## src/pkg/rimc_pkg.sv

```systemverilog
package rimc_pkg;

  // register offsets (byte addresses on the plain port)
  localparam logic [6:0] OFS_IRQ_EN_PKT  = 7'h05;
  localparam logic [6:0] OFS_IRQ_EN_SYS  = 7'h06;
  localparam logic [6:0] OFS_MODE_CTL_A  = 7'h07;
  localparam logic [6:0] OFS_MODE_CTL_B  = 7'h08;
  localparam logic [6:0] OFS_STAT_PKT    = 7'h03;
  localparam logic [6:0] OFS_STAT_SYS    = 7'h04;

  // reset values
  localparam logic [7:0] RST_IRQ_EN_PKT  = 8'h00;
  localparam logic [7:0] RST_IRQ_EN_SYS  = 8'h03;
  localparam logic [7:0] RST_MODE_CTL_A  = 8'h01;
  localparam logic [7:0] RST_MODE_CTL_B  = 8'h00;

  // host-writable bits of the second enable register
  localparam logic [7:0] SYS_EN_WR_MASK  = 8'h0f;

  // field positions, control register a
  localparam int BIT_SW_RESET   = 7;
  localparam int BIT_BATT_MON   = 6;
  localparam int BIT_WAKE_TMR   = 5;
  localparam int BIT_SLOW_OSC   = 4;
  localparam int BIT_TX_ON      = 3;
  localparam int BIT_RX_ON      = 2;
  localparam int BIT_SYNTH_ON   = 1;
  localparam int BIT_XTAL_ON    = 0;
  // field position, control register b
  localparam int BIT_MULTI_PKT  = 4;
  // field position, low-battery status bit
  localparam int BIT_LOW_BATT   = 2;

  typedef struct packed {
    logic [6:0] addr;
    logic [7:0] wdata;
    logic       wr;
    logic       rd;
  } rimc_bus_req_t;

  typedef struct packed {
    logic battery_monitor_on;
    logic wake_timer_on;
    logic slow_osc_select;
    logic tx_on;
    logic rx_on;
    logic synth_on;
    logic xtal_on;
  } rimc_mode_t;

endpackage : rimc_pkg

```

## src/logic/rimc_regs.sv

```systemverilog
// The plain strobed port is this design's own decision.
`timescale 1ns/1ps

// Function
// - enable bit 7 of first register gates fifo underflow/overflow event
// - bits 6 and 5 gate tx fifo almost-full and almost-empty events
// - bit 4 gates rx fifo almost-full event
// - bit 3 gates external interrupt event
// - bit 2 gates packet-sent event
// - bit 1 gates valid-packet-received event
// - bit 0 gates rx crc error event
// - second register bit 7 enables sync-word detect, read-only to host
// - bit 6 enables valid-preamble detect, read-only to host
// - bit 5 enables invalid-preamble detect, read-only to host
// - bit 4 enables signal-strength-above-threshold, read-only to host
// - host-writable bit 3 enables wake-timer expiry interrupt
// - host-writable bit 2 enables low-battery interrupt
// - host-writable bits 1 and 0 enable chip-ready and power-on interrupts
// - writing control bit 7 resets the enable and control registers (not the status registers), then clears itself
// - control bit 6 turns on battery monitor
// - control bit 5 enables wake timer, running in every mode
// - control bit 4 picks slow time base: 0 rc, 1 crystal
// - control bit 3 starts transmit, self-clears when packet sent
// - control bit 2 starts receive, self-clears on valid packet unless multi-packet
// - control bit 1 keeps synthesizer on while idle
// - control bit 0 selects ready mode, crystal kept on
// - enabled rising status drives irq low; status read releases, clears enabled bits
// - disabled status bits other than low battery are plain status, not cleared by reading
// - low-battery event latched while disabled, interrupts once enabled
module rimc_regs
  import rimc_pkg::*;
(
  // clock and reset
  input  wire logic       ref_clk_in,
  input  wire logic       reset_in,
  // register port
  input  wire logic [6:0] addr_in,
  input  wire logic [7:0] wdata_in,
  input  wire logic       wr_in,
  input  wire logic       rd_in,
  output logic      [7:0] rdata_out,
  // radio events, same clock domain, level status sources
  input  wire logic [7:0] pkt_event_in,
  input  wire logic [7:0] sys_event_in,
  // radio core handshakes
  input  wire logic       packet_sent_in,
  input  wire logic       packet_valid_in,
  // mode and interrupt outputs
  output rimc_mode_t      mode_out,
  output logic            irq_request_n_out
);

  rimc_bus_req_t req;
  logic [7:0] en_pkt_ff, en_sys_ff, ctl_a_ff, ctl_b_ff;
  logic [7:0] st_pkt_ff, st_sys_ff, prev_pkt_ff, prev_sys_ff;
  logic [7:0] rdata_ff;
  logic       irq_ff;
  logic       soft_rst;
  logic       rd_pkt, rd_sys;
  logic [7:0] rise_pkt, rise_sys;
  logic [7:0] nxt_st_pkt, nxt_st_sys;
  logic       nxt_irq;

  assign req = '{addr: addr_in, wdata: wdata_in, wr: wr_in, rd: rd_in};

  // reset of the enable and control registers takes effect on the edge after the write
  assign soft_rst = req.wr && req.addr == OFS_MODE_CTL_A && req.wdata[BIT_SW_RESET];
  assign rd_pkt   = req.rd && req.addr == OFS_STAT_PKT;
  assign rd_sys   = req.rd && req.addr == OFS_STAT_SYS;

  // enable registers
  always_ff @(posedge ref_clk_in) begin
    if (reset_in || soft_rst) begin
      en_pkt_ff <= RST_IRQ_EN_PKT;
      en_sys_ff <= RST_IRQ_EN_SYS;
    end else if (req.wr) begin
      if (req.addr == OFS_IRQ_EN_PKT) begin
        en_pkt_ff <= req.wdata;
      end
      if (req.addr == OFS_IRQ_EN_SYS) begin
        // upper nibble is read-only and keeps its value
        en_sys_ff <= (en_sys_ff & ~SYS_EN_WR_MASK) | (req.wdata & SYS_EN_WR_MASK);
      end
    end
  end

  // control register a, with self-clearing start bits
  always_ff @(posedge ref_clk_in) begin
    if (reset_in || soft_rst) begin
      ctl_a_ff <= RST_MODE_CTL_A;
    end else begin
      if (req.wr && req.addr == OFS_MODE_CTL_A) begin
        ctl_a_ff <= req.wdata;
      end
      // hardware clear wins over a same-cycle host write
      if (packet_sent_in) begin
        ctl_a_ff[BIT_TX_ON] <= 1'b0;
      end
      if (packet_valid_in && !ctl_b_ff[BIT_MULTI_PKT]) begin
        ctl_a_ff[BIT_RX_ON] <= 1'b0;
      end
    end
  end

  // control register b, stored only
  always_ff @(posedge ref_clk_in) begin
    if (reset_in || soft_rst) begin
      ctl_b_ff <= RST_MODE_CTL_B;
    end else if (req.wr && req.addr == OFS_MODE_CTL_B) begin
      ctl_b_ff <= req.wdata;
    end
  end

  // status latching: rising edge sets, read clears only enabled bits; set wins
  assign rise_pkt = pkt_event_in & ~prev_pkt_ff;
  assign rise_sys = sys_event_in & ~prev_sys_ff;

  always_comb begin
    nxt_st_pkt = st_pkt_ff;
    nxt_st_sys = st_sys_ff;
    if (rd_pkt) begin
      nxt_st_pkt = st_pkt_ff & ~en_pkt_ff;
    end
    if (rd_sys) begin
      nxt_st_sys = st_sys_ff & ~en_sys_ff;
    end
    // disabled bits track the live level; low battery is always latched
    nxt_st_pkt = (nxt_st_pkt & en_pkt_ff) | (pkt_event_in & ~en_pkt_ff) | rise_pkt;
    nxt_st_sys = (nxt_st_sys & en_sys_ff) | (sys_event_in & ~en_sys_ff) | rise_sys;
    // latched on the rise only, so a read can clear it while the level stays high
    nxt_st_sys[BIT_LOW_BATT] = rise_sys[BIT_LOW_BATT]
                             | (st_sys_ff[BIT_LOW_BATT] & ~(rd_sys & en_sys_ff[BIT_LOW_BATT]));
  end

  always_ff @(posedge ref_clk_in) begin
    if (reset_in) begin
      st_pkt_ff   <= 8'h00;
      st_sys_ff   <= 8'h00;
      prev_pkt_ff <= 8'h00;
      prev_sys_ff <= 8'h00;
    end else begin
      st_pkt_ff   <= nxt_st_pkt;
      st_sys_ff   <= nxt_st_sys;
      prev_pkt_ff <= pkt_event_in;
      prev_sys_ff <= sys_event_in;
    end
  end

  // irq: any enabled latched bit holds the line low
  assign nxt_irq = |(nxt_st_pkt & en_pkt_ff) || |(nxt_st_sys & en_sys_ff);

  always_ff @(posedge ref_clk_in) begin
    if (reset_in) begin
      irq_ff <= 1'b0;
    end else begin
      irq_ff <= nxt_irq;
    end
  end

  assign irq_request_n_out = ~irq_ff;

  // read port, data one cycle after the strobe
  always_ff @(posedge ref_clk_in) begin
    if (reset_in) begin
      rdata_ff <= 8'h00;
    end else if (req.rd) begin
      case (req.addr)
        OFS_IRQ_EN_PKT: rdata_ff <= en_pkt_ff;
        OFS_IRQ_EN_SYS: rdata_ff <= en_sys_ff;
        OFS_MODE_CTL_A: rdata_ff <= ctl_a_ff;
        OFS_MODE_CTL_B: rdata_ff <= ctl_b_ff;
        OFS_STAT_PKT:   rdata_ff <= st_pkt_ff;
        OFS_STAT_SYS:   rdata_ff <= st_sys_ff;
        default:        rdata_ff <= 8'h00;
      endcase
    end else begin
      rdata_ff <= 8'h00;
    end
  end

  assign rdata_out = rdata_ff;

  // mode outputs straight from the control flops
  assign mode_out.battery_monitor_on = ctl_a_ff[BIT_BATT_MON];
  assign mode_out.wake_timer_on      = ctl_a_ff[BIT_WAKE_TMR];
  assign mode_out.slow_osc_select    = ctl_a_ff[BIT_SLOW_OSC];
  assign mode_out.tx_on              = ctl_a_ff[BIT_TX_ON];
  assign mode_out.rx_on              = ctl_a_ff[BIT_RX_ON];
  assign mode_out.synth_on           = ctl_a_ff[BIT_SYNTH_ON];
  assign mode_out.xtal_on            = ctl_a_ff[BIT_XTAL_ON];

  // assertions
  property p_ro_bits_hold;
    @(posedge ref_clk_in) disable iff (reset_in)
      (req.wr && req.addr == OFS_IRQ_EN_SYS && !soft_rst) |=> en_sys_ff[7:4] == $past(en_sys_ff[7:4]);
  endproperty
  a_ro_bits_hold: assert property (p_ro_bits_hold) else $error("read-only enable bits changed");

  property p_sw_bits_write;
    @(posedge ref_clk_in) disable iff (reset_in)
      (req.wr && req.addr == OFS_IRQ_EN_SYS) |=> en_sys_ff[3:0] == $past(req.wdata[3:0]);
  endproperty
  a_sw_bits_write: assert property (p_sw_bits_write) else $error("writable enable bits wrong");

  property p_pkt_en_write;
    @(posedge ref_clk_in) disable iff (reset_in)
      (req.wr && req.addr == OFS_IRQ_EN_PKT) |=> en_pkt_ff == $past(req.wdata);
  endproperty
  a_pkt_en_write: assert property (p_pkt_en_write) else $error("first enable register not stored");

  property p_soft_reset;
    @(posedge ref_clk_in) disable iff (reset_in)
      soft_rst |=> ctl_a_ff == RST_MODE_CTL_A && en_pkt_ff == RST_IRQ_EN_PKT;
  endproperty
  a_soft_reset: assert property (p_soft_reset) else $error("software reset did not restore defaults");

  property p_tx_clear;
    @(posedge ref_clk_in) disable iff (reset_in) packet_sent_in |=> !mode_out.tx_on;
  endproperty
  a_tx_clear: assert property (p_tx_clear) else $error("tx start not cleared");

  property p_rx_clear;
    @(posedge ref_clk_in) disable iff (reset_in)
      (packet_valid_in && !ctl_b_ff[BIT_MULTI_PKT] && !soft_rst) |=> !mode_out.rx_on;
  endproperty
  a_rx_clear: assert property (p_rx_clear) else $error("rx start not cleared");

  property p_irq_on_rise;
    @(posedge ref_clk_in) disable iff (reset_in)
      |(rise_pkt & en_pkt_ff) |=> !irq_request_n_out;
  endproperty
  a_irq_on_rise: assert property (p_irq_on_rise) else $error("enabled event did not raise irq");

  property p_lbd_latched;
    @(posedge ref_clk_in) disable iff (reset_in)
      (rise_sys[BIT_LOW_BATT] && !en_sys_ff[BIT_LOW_BATT]) ##1 (!rd_sys [*2]) |-> st_sys_ff[BIT_LOW_BATT];
  endproperty
  a_lbd_latched: assert property (p_lbd_latched) else $error("low battery event lost");

  property p_read_data;
    @(posedge ref_clk_in) disable iff (reset_in)
      (req.rd && req.addr == OFS_MODE_CTL_B) |=> rdata_out == $past(ctl_b_ff);
  endproperty
  a_read_data: assert property (p_read_data) else $error("read data wrong");

  // per-bit gating of the first enable register onto the irq line
  property p_gate_fifo_err;
    @(posedge ref_clk_in) disable iff (reset_in)
      (rise_pkt[7] && en_pkt_ff[7]) |=> !irq_request_n_out;
  endproperty
  a_gate_fifo_err: assert property (p_gate_fifo_err) else $error("fifo error event not gated to irq");

  property p_gate_tx_full;
    @(posedge ref_clk_in) disable iff (reset_in)
      ((rise_pkt[6] && en_pkt_ff[6]) || (rise_pkt[5] && en_pkt_ff[5])) |=> !irq_request_n_out;
  endproperty
  a_gate_tx_full: assert property (p_gate_tx_full) else $error("tx fifo event not gated to irq");

  property p_gate_rx_full;
    @(posedge ref_clk_in) disable iff (reset_in)
      (rise_pkt[4] && en_pkt_ff[4]) |=> !irq_request_n_out;
  endproperty
  a_gate_rx_full: assert property (p_gate_rx_full) else $error("rx fifo event not gated to irq");

  property p_gate_ext;
    @(posedge ref_clk_in) disable iff (reset_in)
      (rise_pkt[3] && en_pkt_ff[3]) |=> !irq_request_n_out;
  endproperty
  a_gate_ext: assert property (p_gate_ext) else $error("external event not gated to irq");

  property p_gate_sent;
    @(posedge ref_clk_in) disable iff (reset_in)
      (rise_pkt[2] && en_pkt_ff[2]) |=> !irq_request_n_out;
  endproperty
  a_gate_sent: assert property (p_gate_sent) else $error("packet sent event not gated to irq");

  property p_gate_valid;
    @(posedge ref_clk_in) disable iff (reset_in)
      (rise_pkt[1] && en_pkt_ff[1]) |=> !irq_request_n_out;
  endproperty
  a_gate_valid: assert property (p_gate_valid) else $error("valid packet event not gated to irq");

  property p_gate_crc;
    @(posedge ref_clk_in) disable iff (reset_in)
      (rise_pkt[0] && en_pkt_ff[0]) |=> !irq_request_n_out;
  endproperty
  a_gate_crc: assert property (p_gate_crc) else $error("crc error event not gated to irq");

  // second enable register: read-only upper nibble, host-writable bits 3 and 2
  property p_ro_sync;
    @(posedge ref_clk_in) disable iff (reset_in)
      (req.wr && req.addr == OFS_IRQ_EN_SYS) |=> en_sys_ff[7] == $past(en_sys_ff[7]);
  endproperty
  a_ro_sync: assert property (p_ro_sync) else $error("sync enable bit written");

  property p_ro_pre_ok;
    @(posedge ref_clk_in) disable iff (reset_in)
      (req.wr && req.addr == OFS_IRQ_EN_SYS) |=> en_sys_ff[6] == $past(en_sys_ff[6]);
  endproperty
  a_ro_pre_ok: assert property (p_ro_pre_ok) else $error("valid preamble enable bit written");

  property p_ro_pre_bad;
    @(posedge ref_clk_in) disable iff (reset_in)
      (req.wr && req.addr == OFS_IRQ_EN_SYS) |=> en_sys_ff[5] == $past(en_sys_ff[5]);
  endproperty
  a_ro_pre_bad: assert property (p_ro_pre_bad) else $error("invalid preamble enable bit written");

  property p_ro_level;
    @(posedge ref_clk_in) disable iff (reset_in)
      (req.wr && req.addr == OFS_IRQ_EN_SYS) |=> en_sys_ff[4] == $past(en_sys_ff[4]);
  endproperty
  a_ro_level: assert property (p_ro_level) else $error("signal level enable bit written");

  property p_wr_wake;
    @(posedge ref_clk_in) disable iff (reset_in)
      (req.wr && req.addr == OFS_IRQ_EN_SYS) |=> en_sys_ff[3] == $past(req.wdata[3]);
  endproperty
  a_wr_wake: assert property (p_wr_wake) else $error("wake timer enable not stored");

  property p_wr_batt;
    @(posedge ref_clk_in) disable iff (reset_in)
      (req.wr && req.addr == OFS_IRQ_EN_SYS) |=> en_sys_ff[BIT_LOW_BATT] == $past(req.wdata[BIT_LOW_BATT]);
  endproperty
  a_wr_batt: assert property (p_wr_batt) else $error("low battery enable not stored");

  // disabled bits simply follow their source level
  property p_plain_status;
    @(posedge ref_clk_in) disable iff (reset_in)
      (en_pkt_ff == 8'h00) |=> st_pkt_ff == $past(pkt_event_in);
  endproperty
  a_plain_status: assert property (p_plain_status) else $error("disabled status not plain");

  // mode outputs follow a host write of control register a
  property p_mode_batt;
    @(posedge ref_clk_in) disable iff (reset_in)
      (req.wr && req.addr == OFS_MODE_CTL_A && !req.wdata[BIT_SW_RESET])
      |=> mode_out.battery_monitor_on == $past(req.wdata[BIT_BATT_MON]);
  endproperty
  a_mode_batt: assert property (p_mode_batt) else $error("battery monitor mode wrong");

  property p_mode_wake;
    @(posedge ref_clk_in) disable iff (reset_in)
      (req.wr && req.addr == OFS_MODE_CTL_A && !req.wdata[BIT_SW_RESET])
      |=> mode_out.wake_timer_on == $past(req.wdata[BIT_WAKE_TMR]);
  endproperty
  a_mode_wake: assert property (p_mode_wake) else $error("wake timer mode wrong");

  property p_mode_slow;
    @(posedge ref_clk_in) disable iff (reset_in)
      (req.wr && req.addr == OFS_MODE_CTL_A && !req.wdata[BIT_SW_RESET])
      |=> mode_out.slow_osc_select == $past(req.wdata[BIT_SLOW_OSC]);
  endproperty
  a_mode_slow: assert property (p_mode_slow) else $error("slow time base select wrong");

  property p_mode_tx;
    @(posedge ref_clk_in) disable iff (reset_in)
      (req.wr && req.addr == OFS_MODE_CTL_A && !req.wdata[BIT_SW_RESET] && !packet_sent_in)
      |=> mode_out.tx_on == $past(req.wdata[BIT_TX_ON]);
  endproperty
  a_mode_tx: assert property (p_mode_tx) else $error("tx start not stored");

  property p_mode_rx;
    @(posedge ref_clk_in) disable iff (reset_in)
      (req.wr && req.addr == OFS_MODE_CTL_A && !req.wdata[BIT_SW_RESET] && !packet_valid_in)
      |=> mode_out.rx_on == $past(req.wdata[BIT_RX_ON]);
  endproperty
  a_mode_rx: assert property (p_mode_rx) else $error("rx start not stored");

  property p_mode_synth;
    @(posedge ref_clk_in) disable iff (reset_in)
      (req.wr && req.addr == OFS_MODE_CTL_A && !req.wdata[BIT_SW_RESET])
      |=> mode_out.synth_on == $past(req.wdata[BIT_SYNTH_ON]);
  endproperty
  a_mode_synth: assert property (p_mode_synth) else $error("synthesizer mode wrong");

  property p_mode_xtal;
    @(posedge ref_clk_in) disable iff (reset_in)
      (req.wr && req.addr == OFS_MODE_CTL_A && !req.wdata[BIT_SW_RESET])
      |=> mode_out.xtal_on == $past(req.wdata[BIT_XTAL_ON]);
  endproperty
  a_mode_xtal: assert property (p_mode_xtal) else $error("ready mode wrong");

  c_irq_fire:  cover property (@(posedge ref_clk_in) disable iff (reset_in) $fell(irq_request_n_out));
  c_irq_clear: cover property (@(posedge ref_clk_in) disable iff (reset_in) rd_pkt ##1 $rose(irq_request_n_out));
  c_soft_rst:  cover property (@(posedge ref_clk_in) disable iff (reset_in) soft_rst);
  c_tx_done:   cover property (@(posedge ref_clk_in) disable iff (reset_in) mode_out.tx_on ##1 !mode_out.tx_on);

endmodule : rimc_regs

```

## config.mk

```make
export PLATFORM = sky130hd
export DESIGN_NAME = rimc_regs
export DESIGN_NICKNAME = d
export VERILOG_FILES = /design/src/pkg/rimc_pkg.sv /design/src/logic/rimc_regs.sv
export SDC_FILE = /design/constraint.sdc
export NUM_CORES = 1
export LEC_CHECK = 0
export BUFFER_PORTS_ARGS = -buffer_cell sky130_fd_sc_hd__buf_2
export CAP_MARGIN = 25
export CELL_PAD_IN_SITES_DETAIL_PLACEMENT = 0
export CELL_PAD_IN_SITES_GLOBAL_PLACEMENT = 2
export CORE_MARGIN = 2
export CORE_UTILIZATION = 29
export DETAILED_ROUTE_END_ITERATION = 7
export HOLD_SLACK_MARGIN = 0.15
export MAX_ROUTING_LAYER = met4
export PLACE_DENSITY_LB_ADDON = 0.12
export SLEW_MARGIN = 15
export SYNTH_ARGS = -nofsm -noshare
export SYNTH_HDL_FRONTEND = slang
export SYNTH_SLANG_ARGS = --single-unit
```

## constraint.sdc

```tcl
create_clock -name ref_clk_in -period 1.98 [get_ports ref_clk_in]
set_input_delay 0.495 -clock ref_clk_in [delete_from_list [all_inputs] [get_ports ref_clk_in]]
set_output_delay 0.495 -clock ref_clk_in [all_outputs]
set_load 0.05 [all_outputs]
```

==> run_results.csv <==
group,metric,value,unit
die,rows,36,
timing,fmaxAchievable,551,MHz
global_route,grt_max_degree,31,
global_route,grt_pass1_wl,15.0,mm
yosys,synth_top_area_frac,0.446,
critical_path,cpPeakStageDelay,670,ps
global_route,antenna_found_initial,0,
critical_path,reg2reg_slack,220,ps
critical_path,cp_max_fo,8,
critical_path,cp_slowest_cell,"or4_1",
critical_path,crit_required,2210,ps
yosys,synthTopCellsByArea,"dfxtp_1 45%, nand2_1 7.9%, a21oi_1 3.9%",
yosys,yosysSeqAreaShare,0.446,
timing,period_needed,1820,ps
pwr,leakage,0.00143,uW
drt,wl,9.66,mm
clocking,cts_setup_buffers,0,
critical_path,critPathCapture,"en_pkt_ff[1]",
critical_path,start_kind,"input port",
critical_path,timing.rr.end,"irq_ff",
yosys,synth_common_cells,"65 x dfxtp_1, 61 x nand2_1, 23 x a21oi_1",
drt,post_drt_via_cell_ratio,5.08,
clocking,cts_hold_buffers,0,
clocking,cts-resized-gates,0,
drt,vias,2793,
clocking,cts_tree,"done",
pwr,p_switching,746,uW
job,maxCapViolCount,0,
yosys,syn_inst,336,
yosys,avgSynthCellArea,8.68,um2
drt,drt_iter0_markers,123,
min_path,hold_class,"input port to flip-flop",
yosys,synth-edff-count,0,
timing,skew,10.2,ps
die,fp.dieH,104,um
pwr,seq_power_share,0.517,
timing,drv_slew,0,
placement,hpwl,7.27,mm
yosys,yosysWarningCount,0,
clocking,cts_buffers,9,
placement,gp_congestion,0.868,
die,initial_core_util,0.298,
die,coreArea,0.00977,mm2
global_route,grt_pass1_vias,2643,
yosys,ys_async_sr_fraction,0,
critical_path,crit_family,"simple AND/OR/NAND/NOR gates",
timing,maxSlewHeadroom,0.667,
clocking,path_clk_slew,80,ps
die,io_pins,53,
yosys,synth_cell_type_count,48,
pwr,pwr-share-clk,0.391,
timing,min_period_over_period,0.917,
placement,place.port_buffers,52,
clocking,htreeDepth,3,
critical_path,crit_buf_inv,1,
clocking,clk_latency,350,ps
cells_and_area,final_nets,449,
yosys,synth-seq-cells,65,
drt,first_pass_iters,4,
clocking,clock_sinks,65,
pwr,p_comb_frac,0.092,
pwr,sw_frac_of_total,0.283,
cells_and_area,n_antenna_cell,0,
yosys,yosysTopAreaCell,"dfxtp_1",
cells_and_area,final_cells,550,
die,dieArea,0.0109,mm2
yosys,ys.flop_type,"dfxtp_1",
cells_and_area,drive_gt1_frac,0.273,
die,die_w,104,um
critical_path,path_class,"input port to flip-flop",
global_route,grt_overflow,0,
yosys,syn_area,0.00292,mm2
critical_path,reg2regPathDepth,5,
yosys,synthMostInstantiatedCell,"dfxtp_1",
critical_path,cp_num_cells,5,
critical_path,worstPathCellList,"buf_2, or3_1, or4_1, o21ai_0, a21oi_1",
global_route,grt_use_total,0.186,
pwr,power.density,718,mW/mm2
timing,hold_viol_final,0,
pwr,ir_drop,245,uV
timing,hold_ws,304,ps
drt,route.detailed.wl_per_inst,17.6,um
timing,max_slew.worst_pin.slew,487,ps
timing,setup_viol,0,
critical_path,worstPathArrival,2040,ps
status,status,"finished clean",
critical_path,r2r_start,"st_pkt_ff[2]",
critical_path,end_kind,"flip-flop",
drt,drc,0,
clocking,cts_buffer_depth,2,
drt,ant_nets,0,
placement,dp.cells,534,
clocking,cts_root_buffer,"clkbuf_8",
timing,rsz0062_at_grt,"no",
critical_path,startpoint,"addr_in[6]",
cells_and_area,area_delta_synth_final,26.0,%
pwr,internal_power,1890,uW
yosys,syn_nets,373,
registers in the layout, summed over array words and instances (netlist names):
signal and cells:
ctl_a_ff 8, ctl_b_ff 8, en_pkt_ff 8, en_sys_ff 4, irq_ff 1, prev_pkt_ff 8, prev_sys_ff 4, rdata_out 8
st_pkt_ff 8, st_sys_ff 8
worst min-delay path by stage:
stage | start | endpoint | slack (ps) | cells past startpoint
floorplan | ctl_b_ff[7] | ctl_b_ff[7] | 430 | 2
global placement | ctl_b_ff[7] | ctl_b_ff[7] | 450 | 2
detailed placement | ctl_b_ff[7] | ctl_b_ff[7] | 450 | 2
CTS | packet_sent_in | ctl_a_ff[3] | 290 | 2
global route | packet_sent_in | ctl_a_ff[3] | 310 | 2
finish | packet_sent_in | ctl_a_ff[3] | 300 | 2
per-stage QoR:
stage | utilization | total power (uW) | worst slack (ps) | cell area [um2] | TNS, ps
2_1_floorplan | - | 1510 | 33.6 | 2920 | 0
6_report | 0.376 | 2640 | 164 | 3680 | 0
3_3_place_gp | 0.359 | 1640 | -138 | 3510 | -3410
5_1_grt | 0.376 | 2760 | 1.71 | 3680 | 0
4_1_cts | 0.376 | 2660 | 191 | 3680 | 0
3_5_place_dp | 0.359 | 1640 | -168 | 3510 | -3970
cells in the final DEF (no fill, tap or decap), types with 2 or more instances in the layout:
master       n
buf_4       36
o21ai_0     13
nand4_1      7
nand2b_1     3
a32oi_1     10
o211ai_1     3
a22o_1       4
o2111a_1     4
or4_1        2
nand3_1     17
a22oi_1     14
nor2b_1     18
mux2i_1      8
nor2_1      17
nand3b_1     2
a21o_1       3
a21oi_1     23
dfxtp_1     65
inv_1        6
clkinvlp_4   3
nand2_1     61
buf_2       52
o22ai_1      6
buf_12       2
nor3_1       2
clkinv_2     3
nor4_4       2
clkbuf_8     9
power groups by stage:
stage	logic, uW	registers (uW)	clock network [uW]
3_3_place_gp	240	1400	0
6_report	244	1360	1030
4_1_cts	243	1360	1050
2_1_floorplan	125	1390	0
3_5_place_dp	242	1390	0
5_1_grt	267	1370	1120
layer usage:
metal	up-vias	part of all wire	GRT usage
li1	1367	-	-
met1	1344	0.49	0.247
met2	72	0.45	0.282
met3	10	0.048	0.0376
met4	0	0.013	0.0618
met5	-	0	-
layout make-up:
class / instances / area, um2
Fill cell: 1042 / 6100
Timing Repair Buffer: 90 / 571
Clock buffer: 9 / 124
Tap cell: 133 / 166
Clock inverter: 7 / 46.3
Sequential cell: 65 / 1300
Multi-Input combinational cell: 240 / 1450
Inverter: 6 / 22.5
logic make-up after synthesis:
family,Yosys count,share of synthesized area
DFF,65,0.446
buffers and inverters,31,0.0583
and+or+nand+nor,142,0.252
AOI/OAI and AO/OA,90,0.216
muxes,8,0.0275
Power figures use the tool's default switching activity.
